--- config.mk ---
export PLATFORM = sky130hd
export DESIGN_NAME = scs_clock_ctrl
export DESIGN_NICKNAME = d
export VERILOG_FILES = /design/src/shared/scs_pkg.sv /design/src/rtl/scs_clock_ctrl.sv
export SDC_FILE = /design/constraint.sdc
export NUM_CORES = 1
export LEC_CHECK = 0
export ABC_CLOCK_PERIOD_IN_PS = 23400
export BUFFER_PORTS_ARGS = -buffer_cell sky130_fd_sc_hd__buf_2
export CORE_ASPECT_RATIO = 0.6
export CORE_MARGIN = 10
export CORE_UTILIZATION = 60
export CTS_BUF_LIST = sky130_fd_sc_hd__clkbuf_8 sky130_fd_sc_hd__clkbuf_16
export DETAILED_ROUTE_END_ITERATION = 10
export PLACE_DENSITY = 0.82
export SLEW_MARGIN = 20
export SYNTH_ARGS = -nofsm -noshare
export SYNTH_HDL_FRONTEND = slang
export SYNTH_SLANG_ARGS = --single-unit
--- constraint.sdc ---
create_clock -name clock -period 23.4 [get_ports clock]
set_clock_uncertainty 0.05 [all_clocks]
set_input_delay 1.17 -clock clock [delete_from_list [all_inputs] [get_ports clock]]
set_output_delay 1.17 -clock clock [all_outputs]
set_load 0.01 [all_outputs]
--- src/shared/scs_pkg.sv ---
// constants and carrier types for the switching clock control block
package scs_pkg;
    // clock and timing
    localparam int CLK_KHZ  = 100000;
    localparam int HF_KHZ   = 20000;
    localparam int ACC_W    = 16;
    localparam int HF_INC   = HF_KHZ * 65536 / CLK_KHZ;
    localparam int SW_DIV   = 8;
    localparam int MOD_KHZ  = 24;
    localparam int MOD_CYC  = CLK_KHZ / MOD_KHZ;
    localparam int TRI_MAX  = MOD_CYC / 4;
    localparam int TRI_SH   = 10;
    localparam int SS_NARROW_PCT = 5;
    localparam int SS_WIDE_PCT   = 10;
    // amplitudes rounded down so the peak never exceeds the range
    localparam int AMP_NARROW =
        HF_INC * SS_NARROW_PCT / 100 * (1 << TRI_SH) / TRI_MAX;
    localparam int AMP_WIDE =
        HF_INC * SS_WIDE_PCT / 100 * (1 << TRI_SH) / TRI_MAX;
    // accepted reference windows in kHz
    localparam int REF0_MIN_KHZ = 2000;
    localparam int REF0_MAX_KHZ = 3000;
    localparam int REF1_MIN_KHZ = 333;
    localparam int REF1_MAX_KHZ = 500;
    localparam int PER_W        = 9;
    // shortest period rounded up, longest down: no edge case slips in
    localparam int PER0_MIN = (CLK_KHZ + REF0_MAX_KHZ - 1) / REF0_MAX_KHZ;
    localparam int PER0_MAX = CLK_KHZ / REF0_MIN_KHZ;
    localparam int PER1_MIN = (CLK_KHZ + REF1_MAX_KHZ - 1) / REF1_MAX_KHZ;
    localparam int PER1_MAX = CLK_KHZ / REF1_MIN_KHZ;
    // register map
    localparam logic [7:0] OFS_CTRL   = 8'h00;
    localparam logic [7:0] OFS_STATUS = 8'h04;
    localparam logic [7:0] OFS_IRQ    = 8'h08;
    localparam logic [7:0] OFS_MASK   = 8'h0c;
    localparam int BIT_SPREAD_EN    = 0;
    localparam int BIT_SPREAD_RANGE = 1;
    localparam int BIT_REF_RANGE    = 2;
    localparam int BIT_REF_OUT_EN   = 3;
    localparam int BIT_ST_FAULT     = 0;
    localparam int BIT_ST_EXT       = 1;
    localparam int BIT_ST_PLL       = 2;
    localparam int BIT_ST_SPREAD    = 3;
    localparam int BIT_ST_SYNC_EN   = 4;
    localparam int BIT_FAULT_FLAG   = 0;
    localparam logic MASK_RESET     = 1'b0;

    typedef struct packed {
        logic ref_out_enable;
        logic ref_range_select;
        logic spread_range_select;
        logic spread_enable;
    } scs_ctrl_s;

    typedef enum logic [0:0] {
        SRC_INT = 1'b0,
        SRC_EXT = 1'b1
    } scs_src_e;
endpackage
--- src/rtl/scs_clock_ctrl.sv ---
// switching clock control: spread spectrum, reference sync, fault fallback
// Contract
// (RULE1) spread enable modulates the internal clock
// (RULE2) spread enable loads its default at power-up
// (RULE3) range bit limits deviation to 5/10 percent
// (RULE4) range select loads its default at power-up
// (RULE5) sweep at 24 kHz on internal clock
// (RULE6) sync enabled forces spread off
// (RULE7) host keeps regulators in PWM mode
// (RULE8) sync default 0: PLL off, internal only
// (RULE9) sync default 1: PLL always running
// (RULE10) unused reference input held low externally
// (RULE11) valid windows 2000-3000 or 333-500 kHz
// (RULE12) outside the chosen window is invalid
// (RULE13) reference range loads its default at power-up
// (RULE14) source keeps duty between 40 and 60
// (RULE15) bad reference: fall back, flag, interrupt
// (RULE16) fault status follows reference validity
// (RULE17) return only when flag clear and valid
// (RULE18) host checks status, clears or goes safe
// (RULE19) enabled reference output toggles at base frequency
// (RULE20) disabled reference output held low
// (RULE21) output enable writable when system on
// (RULE22) internal clock divided by 8
// (RULE23) validity decision debounced before switching
//
// Design decisions made here: the register addresses and the APB slave port.
`timescale 1ns/1ns
module scs_clock_ctrl #(
    parameter int DEB_N = 4
) (
    input  wire logic        clock,
    input  wire logic        nrst,
    input  wire logic        psel,
    input  wire logic        penable,
    input  wire logic        pwrite,
    input  wire logic [7:0]  paddr,
    input  wire logic [31:0] pwdata,
    output logic      [31:0] prdata,
    output logic             pready,
    output logic             pslverr,
    input  wire logic        spread_enable_default,
    input  wire logic        spread_range_default,
    input  wire logic        ext_ref_enable_default,
    input  wire logic        ref_range_default,
    input  wire logic        ref_out_enable_default,
    input  wire logic        sys_on,
    input  wire logic        ext_ref_clock_pin,
    output logic             sw_clk,
    output logic             pll_enable,
    output logic             pll_src_ext,
    output logic             spread_active,
    output logic             ref_fault_status,
    output logic             irq_out_n,
    output logic             ref_clock_out_pin
);
    generate
        if (DEB_N < 1 || DEB_N > 255) begin : g_bad_deb
            $error("DEB_N must lie in 1..255");
        end
    endgenerate

    scs_pkg::scs_ctrl_s ctrl_reg;
    logic                   sync_en_reg;
    logic                   mask_reg;
    logic                   flag_reg;
    logic                   flag_next;
    scs_pkg::scs_src_e      src_reg;
    scs_pkg::scs_src_e      src_next;
    logic signed [11:0]     tri_reg;
    logic                   dir_reg;
    logic [scs_pkg::ACC_W-1:0] acc_reg;
    logic [2:0]             div_reg;
    logic                   ref_d_reg;
    logic [scs_pkg::PER_W-1:0] per_reg;
    logic                   first_reg;
    logic                   valid_reg;
    logic [7:0]             deb_reg;
    logic [31:0]            prdata_reg;
    logic                   irq_reg;
    logic                   sw_reg;
    logic                   out_reg;

    // inclusive window test on a measured period
    function automatic logic in_window(
        input logic [scs_pkg::PER_W-1:0] per,
        input logic [scs_pkg::PER_W-1:0] lo,
        input logic [scs_pkg::PER_W-1:0] hi
    );
        return (per >= lo) && (per <= hi);
    endfunction

    // bus decode
    wire logic wr_acc   = psel & penable & pwrite;
    wire logic setup    = psel & ~penable;
    wire logic hit_ctrl = paddr == scs_pkg::OFS_CTRL;
    wire logic hit_stat = paddr == scs_pkg::OFS_STATUS;
    wire logic hit_irq  = paddr == scs_pkg::OFS_IRQ;
    wire logic hit_mask = paddr == scs_pkg::OFS_MASK;
    wire logic mapped   = hit_ctrl | hit_stat | hit_irq | hit_mask;
    wire logic fault_clr = wr_acc & hit_irq & pwdata[scs_pkg::BIT_FAULT_FLAG];

    // spread control
    wire logic spread_on = ctrl_reg.spread_enable & ~sync_en_reg; // see (RULE6)
    wire logic signed [11:0] amp = ctrl_reg.spread_range_select
        ? 12'(scs_pkg::AMP_WIDE) : 12'(scs_pkg::AMP_NARROW); // see (RULE3)
    wire logic signed [23:0] prod = tri_reg * amp;
    wire logic signed [15:0] offs = 16'(prod >>> scs_pkg::TRI_SH);
    wire logic [scs_pkg::ACC_W-1:0] inc =
        scs_pkg::ACC_W'(scs_pkg::HF_INC) + offs; // see (RULE1)
    wire logic [scs_pkg::ACC_W:0] acc_sum = {1'b0, acc_reg} + {1'b0, inc};
    wire logic hf_tick = acc_sum[scs_pkg::ACC_W];
    wire logic int_clk = div_reg[2]; // see (RULE22)
    wire logic tri_top = tri_reg >= 12'(scs_pkg::TRI_MAX);
    wire logic tri_bot = tri_reg <= -12'(scs_pkg::TRI_MAX);

    // reference period check
    wire logic ref_rise = ext_ref_clock_pin & ~ref_d_reg;
    wire logic [scs_pkg::PER_W-1:0] per_min = ctrl_reg.ref_range_select
        ? scs_pkg::PER_W'(scs_pkg::PER1_MIN)
        : scs_pkg::PER_W'(scs_pkg::PER0_MIN);
    wire logic [scs_pkg::PER_W-1:0] per_max = ctrl_reg.ref_range_select
        ? scs_pkg::PER_W'(scs_pkg::PER1_MAX)
        : scs_pkg::PER_W'(scs_pkg::PER0_MAX);
    wire logic timeout = per_reg > per_max;
    // counter starts at zero, so the edge spacing is one more
    wire logic [scs_pkg::PER_W-1:0] per_len = per_reg + 1'b1;
    wire logic per_ok  = in_window(per_len, per_min, per_max); // see (RULE11)
    // a verdict on each counted edge, and one per missing period
    wire logic verdict    = (ref_rise & ~first_reg) | timeout;
    wire logic verdict_ok = ref_rise & ~first_reg & per_ok
        & ~timeout; // see (RULE12)
    wire logic disagree   = verdict & (verdict_ok != valid_reg);
    wire logic [7:0] deb_inc = deb_reg + 8'h01;

    // source selection
    always_comb begin
        src_next = src_reg;
        case (src_reg)
            scs_pkg::SRC_INT: begin
                if (sync_en_reg & valid_reg & ~flag_reg) begin
                    src_next = scs_pkg::SRC_EXT; // see (RULE17)
                end
            end
            scs_pkg::SRC_EXT: begin
                if (~sync_en_reg | ~valid_reg) begin
                    src_next = scs_pkg::SRC_INT; // see (RULE15)
                end
            end
            default: src_next = scs_pkg::SRC_INT;
        endcase
    end

    // a fault arriving with the clear keeps the flag set
    assign flag_next = (flag_reg & ~fault_clr)
        | (sync_en_reg & ~valid_reg); // see (RULE15)

    // registers
    always_ff @(posedge clock) begin
        if (!nrst) begin
            ctrl_reg.spread_enable <= spread_enable_default; // see (RULE2)
            ctrl_reg.spread_range_select <=
                spread_range_default; // see (RULE4)
            ctrl_reg.ref_range_select <= ref_range_default; // see (RULE13)
            ctrl_reg.ref_out_enable <=
                ref_out_enable_default; // see (RULE21)
            sync_en_reg <= ext_ref_enable_default;
            mask_reg    <= scs_pkg::MASK_RESET;
        end else if (wr_acc & hit_ctrl) begin
            ctrl_reg.spread_enable <= pwdata[scs_pkg::BIT_SPREAD_EN];
            ctrl_reg.spread_range_select <=
                pwdata[scs_pkg::BIT_SPREAD_RANGE];
            ctrl_reg.ref_range_select <= pwdata[scs_pkg::BIT_REF_RANGE];
            if (sys_on) begin
                ctrl_reg.ref_out_enable <=
                    pwdata[scs_pkg::BIT_REF_OUT_EN]; // see (RULE21)
            end
        end else if (wr_acc & hit_mask) begin
            mask_reg <= pwdata[scs_pkg::BIT_FAULT_FLAG];
        end
    end

    always_ff @(posedge clock) begin
        if (!nrst) begin
            flag_reg <= 1'b0;
            src_reg  <= scs_pkg::SRC_INT;
            irq_reg  <= 1'b0;
        end else begin
            flag_reg <= flag_next;
            src_reg  <= src_next;
            irq_reg  <= flag_next & ~mask_reg; // see (RULE15)
        end
    end

    // triangle sweep, one full period per modulation cycle
    // restarts at zero when enabled, so the sweep stays centred
    always_ff @(posedge clock) begin
        if (!nrst || !spread_on) begin
            tri_reg <= 12'sh000;
            dir_reg <= 1'b1;
        end else begin
            if (dir_reg & tri_top) begin
                dir_reg <= 1'b0;
            end else if (!dir_reg & tri_bot) begin
                dir_reg <= 1'b1;
            end
            tri_reg <= (dir_reg & ~tri_top) | (~dir_reg & tri_bot)
                ? tri_reg + 12'sh001 : tri_reg - 12'sh001; // see (RULE5)
        end
    end

    // internal high-frequency clock and divide-by-8
    always_ff @(posedge clock) begin
        if (!nrst) begin
            acc_reg <= '0;
            div_reg <= 3'h0;
        end else begin
            acc_reg <= acc_sum[scs_pkg::ACC_W-1:0];
            if (hf_tick) begin
                div_reg <= div_reg + 3'h1; // see (RULE22)
            end
        end
    end

    // reference period measurement
    always_ff @(posedge clock) begin
        if (!nrst) begin
            ref_d_reg <= 1'b0;
            per_reg   <= '0;
            first_reg <= 1'b1;
        end else begin
            ref_d_reg <= ext_ref_clock_pin;
            if (timeout) begin
                per_reg   <= '0;
                first_reg <= 1'b1; // next edge only restarts timing
            end else if (ref_rise) begin
                per_reg   <= '0;
                first_reg <= 1'b0;
            end else begin
                per_reg <= per_len;
            end
        end
    end

    // fewer than DEB_N disagreeing verdicts in a row cannot flip validity
    always_ff @(posedge clock) begin
        if (!nrst) begin
            valid_reg <= 1'b0;
            deb_reg   <= 8'h00;
        end else if (verdict & ~disagree) begin
            deb_reg <= 8'h00;
        end else if (disagree) begin
            if (deb_inc >= 8'(DEB_N)) begin
                valid_reg <= verdict_ok; // see (RULE23)
                deb_reg   <= 8'h00;
            end else begin
                deb_reg <= deb_inc;
            end
        end
    end

    // switching clock and reference output
    always_ff @(posedge clock) begin
        if (!nrst) begin
            sw_reg  <= 1'b0;
            out_reg <= 1'b0;
        end else begin
            sw_reg  <= (src_reg == scs_pkg::SRC_EXT) ? ref_d_reg : int_clk;
            // disabled output sits low, like the pulled-down pin
            out_reg <= ctrl_reg.ref_out_enable
                & sw_reg; // see (RULE19) (RULE20)
        end
    end

    // read data captured in setup so it comes from a flop
    wire logic [31:0] status_word = 32'({
        sync_en_reg,
        spread_on,
        sync_en_reg,
        src_reg == scs_pkg::SRC_EXT,
        ~valid_reg & sync_en_reg
    });
    wire logic [31:0] rd_mux =
        hit_ctrl ? 32'(ctrl_reg) :
        hit_stat ? status_word :
        hit_irq  ? 32'(flag_reg) :
        hit_mask ? 32'(mask_reg) : 32'h0000_0000;

    always_ff @(posedge clock) begin
        if (!nrst) begin
            prdata_reg <= 32'h0000_0000;
        end else if (setup) begin
            prdata_reg <= rd_mux;
        end
    end

    assign prdata  = prdata_reg;
    // zero wait states: every register answers in the access cycle
    assign pready  = 1'b1;
    assign pslverr = psel & penable & ~mapped;
    assign sw_clk  = sw_reg;
    assign pll_enable  = sync_en_reg; // see (RULE8) (RULE9)
    assign pll_src_ext = src_reg == scs_pkg::SRC_EXT;
    assign spread_active = spread_on; // see (RULE1)
    assign ref_fault_status = ~valid_reg & sync_en_reg; // see (RULE16)
    assign irq_out_n = ~irq_reg;
    assign ref_clock_out_pin = out_reg;
endmodule

==> impl_metrics.yaml <==
run_status:
  run_status: "finished, final reports clean"
place:
  place.gp.congestion: 0.876
  hpwl_after_dpl_um: 11800
  placement.io_buffers: 36
  post-place-cells: 1008
  post_dp_cell_area_mm2: 0.00733
setup_path:
  cp-start-kind: "register"
  cp-end-kind: "register"
  crit_path_top_delay_cell: "sky130_fd_sc_hd__a222oi_1"
  setup.worst_path.class: "reg -> reg"
  crit_buf_inv: 3
  ff2ff_path_depth: 24
  cp_common_cell: "sky130_fd_sc_hd__fa_1"
  critPathLaunch: "ctrl_reg[1]"
  r2r-start: "ctrl_reg[1]"
  cp_data_arrival_time_ps: 8630
  number_of_cells_on_the_critical_path: 24
  cp_cell_sequence: "nor2b_1 > a21oi_1 > fa_1 > inv_1 > fa_1 > inv_1 > fa_1 > fa_1 > inv_1 > ha_1 > a211o_1 > o41ai_4 > mux2_1 > a222oi_1 > a21oi_1 > xnor2_1 > o21ai_1 > xor2_1 > ha_1 > or4_1 > or4_1 > o2111ai_1 > o21ai_0 > a21oi_1"
  timing.critical_path.required_ps: 23590
  critical_path.endpoint: "div_reg[2]"
  worst-r2r-setup-slack_ps: 14960
  path_max_fanout: 28
  crit_path_max_incr_delay_ps: 750
  r2r-end: "div_reg[2]"
  cpLargestDelayFamily: "adder cells"
power_and_ir_drop:
  share_of_power_burned_in_combinational_logic_pct: 43.3
  power.share.clock_pct: 28.7
  power.switching_mw: 0.186
  total_leakage_power_nw: 3.76
  pwr_density_cell_mw_per_mm2: 64.9
  seq_power_share_pct: 28.0
  irDropWorstVdd_v: 0.0000497
  internal_power_component_mw: 0.310
  net_sw_share_pct: 37.5
synth:
  synth_enable_flop_cells: 5
  mappedNetlistArea_mm2: 0.00704
  synth.ff_latch_count: 68
  synth-warning-count: 0
  synth_cell_type_count: 76
  fraction_of_synthesis_flops_using_an_asynchronous_set_or_reset_pin_pct: 0
  post_synth.cell_area_avg_um2: 8.75
  postSynthCellCount: 805
  synth_ff_type: "sky130_fd_sc_hd__dfxtp_1"
  synth-seq-area-share_pct: 20.0
global_route:
  total_routing_usage_gr_pct: 17.8
  grt_start_max_net_pins: 29
  antenna_found_initial: 0
  grt_pass1_vias: 5292
  grt.overflow.total: 0
  grt_first_pass_wirelength_um: 25100
final_layout:
  nets: 1052
  utilization_pct: 67.2
  diodes_inserted: 0
  area_added_between_synthesis_and_finish_pct: 8.49
  fin_area_mm2: 0.00764
  final.fill_count: 917
  largest_register_ff_count: 16
  ratio_of_cells_with_drive_above_1_in_the_final_layout_pct: 10.3
  layout.cells.non_filler: 1024
routing:
  finalWirelength_um: 14600
  drcViolationCount: 0
  drtIter0Drc: 339
  detail_route.vias_per_cell: 5.29
  route.antenna.remaining_nets: 0
  wl_per_cell_um: 14.3
  drt_first_pass_iters: 5
  num_vias: 5413
sta:
  final_setup_viols: 0
  final_hold_viol_count: 0
  post-route-period-util_pct: 36.1
  period_minus_slack_ps: 8440
  timing.setup.tns_ps: 0
  rsz_0062_raised_after_global_routing: "false"
  slew_headroom_pct: 43.3
  fmax_mhz: 118
  tightest_slew_ps: 846
  final-max-slew-violation-count: 0
hold_path:
  hold_class: "reg -> reg"
clock_tree:
  cts.hold.buffers_added: 0
  h-tree-depth: 3
  clockRootBuffer: "sky130_fd_sc_hd__clkbuf_16"
  cts.sinks: 68
  numCtsBuffers: 9
  path_clk_slew_ps: 60
  cts-root-to-sink-buffers: 2
  cts_repair_resize_count: 0
  worstSkewPairLatency_ps: 340
  cts_tree: "built"
  post_cts_buffers: 0
floorplan:
  die_w_um: 160
  core_area_mm2: 0.0114
  die_height_um: 104
  floorplan.io_pins: 93
  floorplan.die_area_mm2: 0.0166
  std_cell_rows: 30
  starting_utilization_of_the_core_area_pct: 61.9
job:
  cap_viol_max_count: 0
-- cell usage in the layout, fill, tap and decap left out, drive strengths merged, types with 3 or more instances in the layout --
cell    instances
fa             47
a22oi           4
clkinv          3
a211o           4
and3           13
o41ai           6
o22ai           4
dfxtp          63
or3             3
o21a           10
nor4            5
nand3          19
mux2           14
conb           52
clkbuf          9
nor2b          19
nor2           62
inv           127
edfxtp          5
a21boi          3
o21bai          4
ha             94
nand4           4
o21ai          27
and2           12
buf            37
o211ai          5
mux2i           4
a21oi          29
xnor2          35
nand2b         10
or2             3
xor2           18
nand2          43
a21o           13
nor3           19
or4             3
-- power by group through the flow --
| stage | clock network [mW] | logic (mW) | registers, mW |
|---|---|---|---|
| 6_report | 0.142 | 0.215 | 0.139 |
| 5_1_grt | 0.150 | 0.243 | 0.140 |
| 4_1_cts | 0.144 | 0.211 | 0.139 |
| 3_5_place_dp | 0 | 0.208 | 0.141 |
| 3_3_place_gp | 0 | 0.200 | 0.141 |
| 2_1_floorplan | 0 | 0.176 | 0.138 |
-- worst min-delay path by stage --
stage                   from  endpoint  slack [ps]  cells after the start
floorplan           mask_reg   irq_reg         360                      1
global placement    mask_reg   irq_reg         390                      1
detailed placement  mask_reg   irq_reg         390                      1
CTS                 mask_reg   irq_reg         390                      1
global route        mask_reg   irq_reg         420                      1
finish              mask_reg   irq_reg         400                      1
-- per-stage QoR --
step / hold WS, ps / worst slack, ps / total power, mW
after floorplan: 358 / 16040 / 0.314
after global placement: 388 / 15300 / 0.340
after detailed placement: 386 / 15140 / 0.349
after CTS: 393 / 15030 / 0.494
after global routing: 415 / 14410 / 0.533
final: 397 / 14960 / 0.496
-- synth_stat cells (4+ instances only) --
cell type                  count  area share [%]
sky130_fd_sc_hd__clkbuf_1     11            0.59
sky130_fd_sc_hd__nand2b_1     10            0.89
sky130_fd_sc_hd__mux2i_1       4            0.57
sky130_fd_sc_hd__nand2_1      43             2.3
sky130_fd_sc_hd__o21a_1        9            0.96
sky130_fd_sc_hd__o211ai_1      5            0.53
sky130_fd_sc_hd__mux2_2       12             1.9
sky130_fd_sc_hd__nand3_1      19             1.3
sky130_fd_sc_hd__a211o_1       4            0.50
sky130_fd_sc_hd__nor2b_1      19             1.7
sky130_fd_sc_hd__nor2_1       61             3.3
sky130_fd_sc_hd__xor2_1       18             2.2
sky130_fd_sc_hd__buf_4        30             3.2
sky130_fd_sc_hd__inv_1       123             6.6
sky130_fd_sc_hd__o41ai_1       4            0.50
sky130_fd_sc_hd__edfxtp_1      5             2.1
sky130_fd_sc_hd__o21ai_0      22             1.6
sky130_fd_sc_hd__a22oi_1       4            0.43
sky130_fd_sc_hd__xnor2_1      35             4.4
sky130_fd_sc_hd__o21bai_1      4            0.43
sky130_fd_sc_hd__nand4_1       4            0.36
sky130_fd_sc_hd__dfxtp_1      63              18
sky130_fd_sc_hd__fa_1         47              13
sky130_fd_sc_hd__nor4_1        5            0.44
sky130_fd_sc_hd__o21ai_1       5            0.36
sky130_fd_sc_hd__nor3_1       18             1.3
sky130_fd_sc_hd__a21o_1       13             1.4
sky130_fd_sc_hd__and3_1       13             1.2
sky130_fd_sc_hd__ha_1         94              17
sky130_fd_sc_hd__a21oi_1      26             1.8
sky130_fd_sc_hd__and2_1       12             1.1
-- layout make-up --
class	instances	area [um2]	share of cell area, %
Timing Repair Buffer	37	188	2.46
Clock inverter	7	83.8	1.10
Clock buffer	9	225	2.95
Sequential cell	68	1410	18.5
Tap cell	160	200	2.62
Inverter	125	469	6.14
Multi-Input combinational cell	618	5060	66.3
-- layer usage --
layer / global-route usage (%) / share of wire (%) / routed length, um
met1: 26.3 / 53 / 7690
met2: 24.6 / 39 / 5750
met3: 5.38 / 7.1 / 1030
met4: 3.59 / 0.86 / 125
met5: 0 / 0 / 0
-- cells by family (layout without fill, tap and decap cells) --
group | after synthesis | in the layout | synth area share (%)
simple gates | 220 | 220 | 15.6
buf+inv | 169 | 178 | 10.7
fa+ha+maj | 141 | 141 | 30.1
compound gates | 133 | 133 | 13.7
flops | 68 | 68 | 20.0
xor+xnor | 53 | 53 | 6.59
mux | 19 | 19 | 3.13
other cells | 2 | 52 | 0.107
No activity file was read; power rests on OpenSTA's default activity.
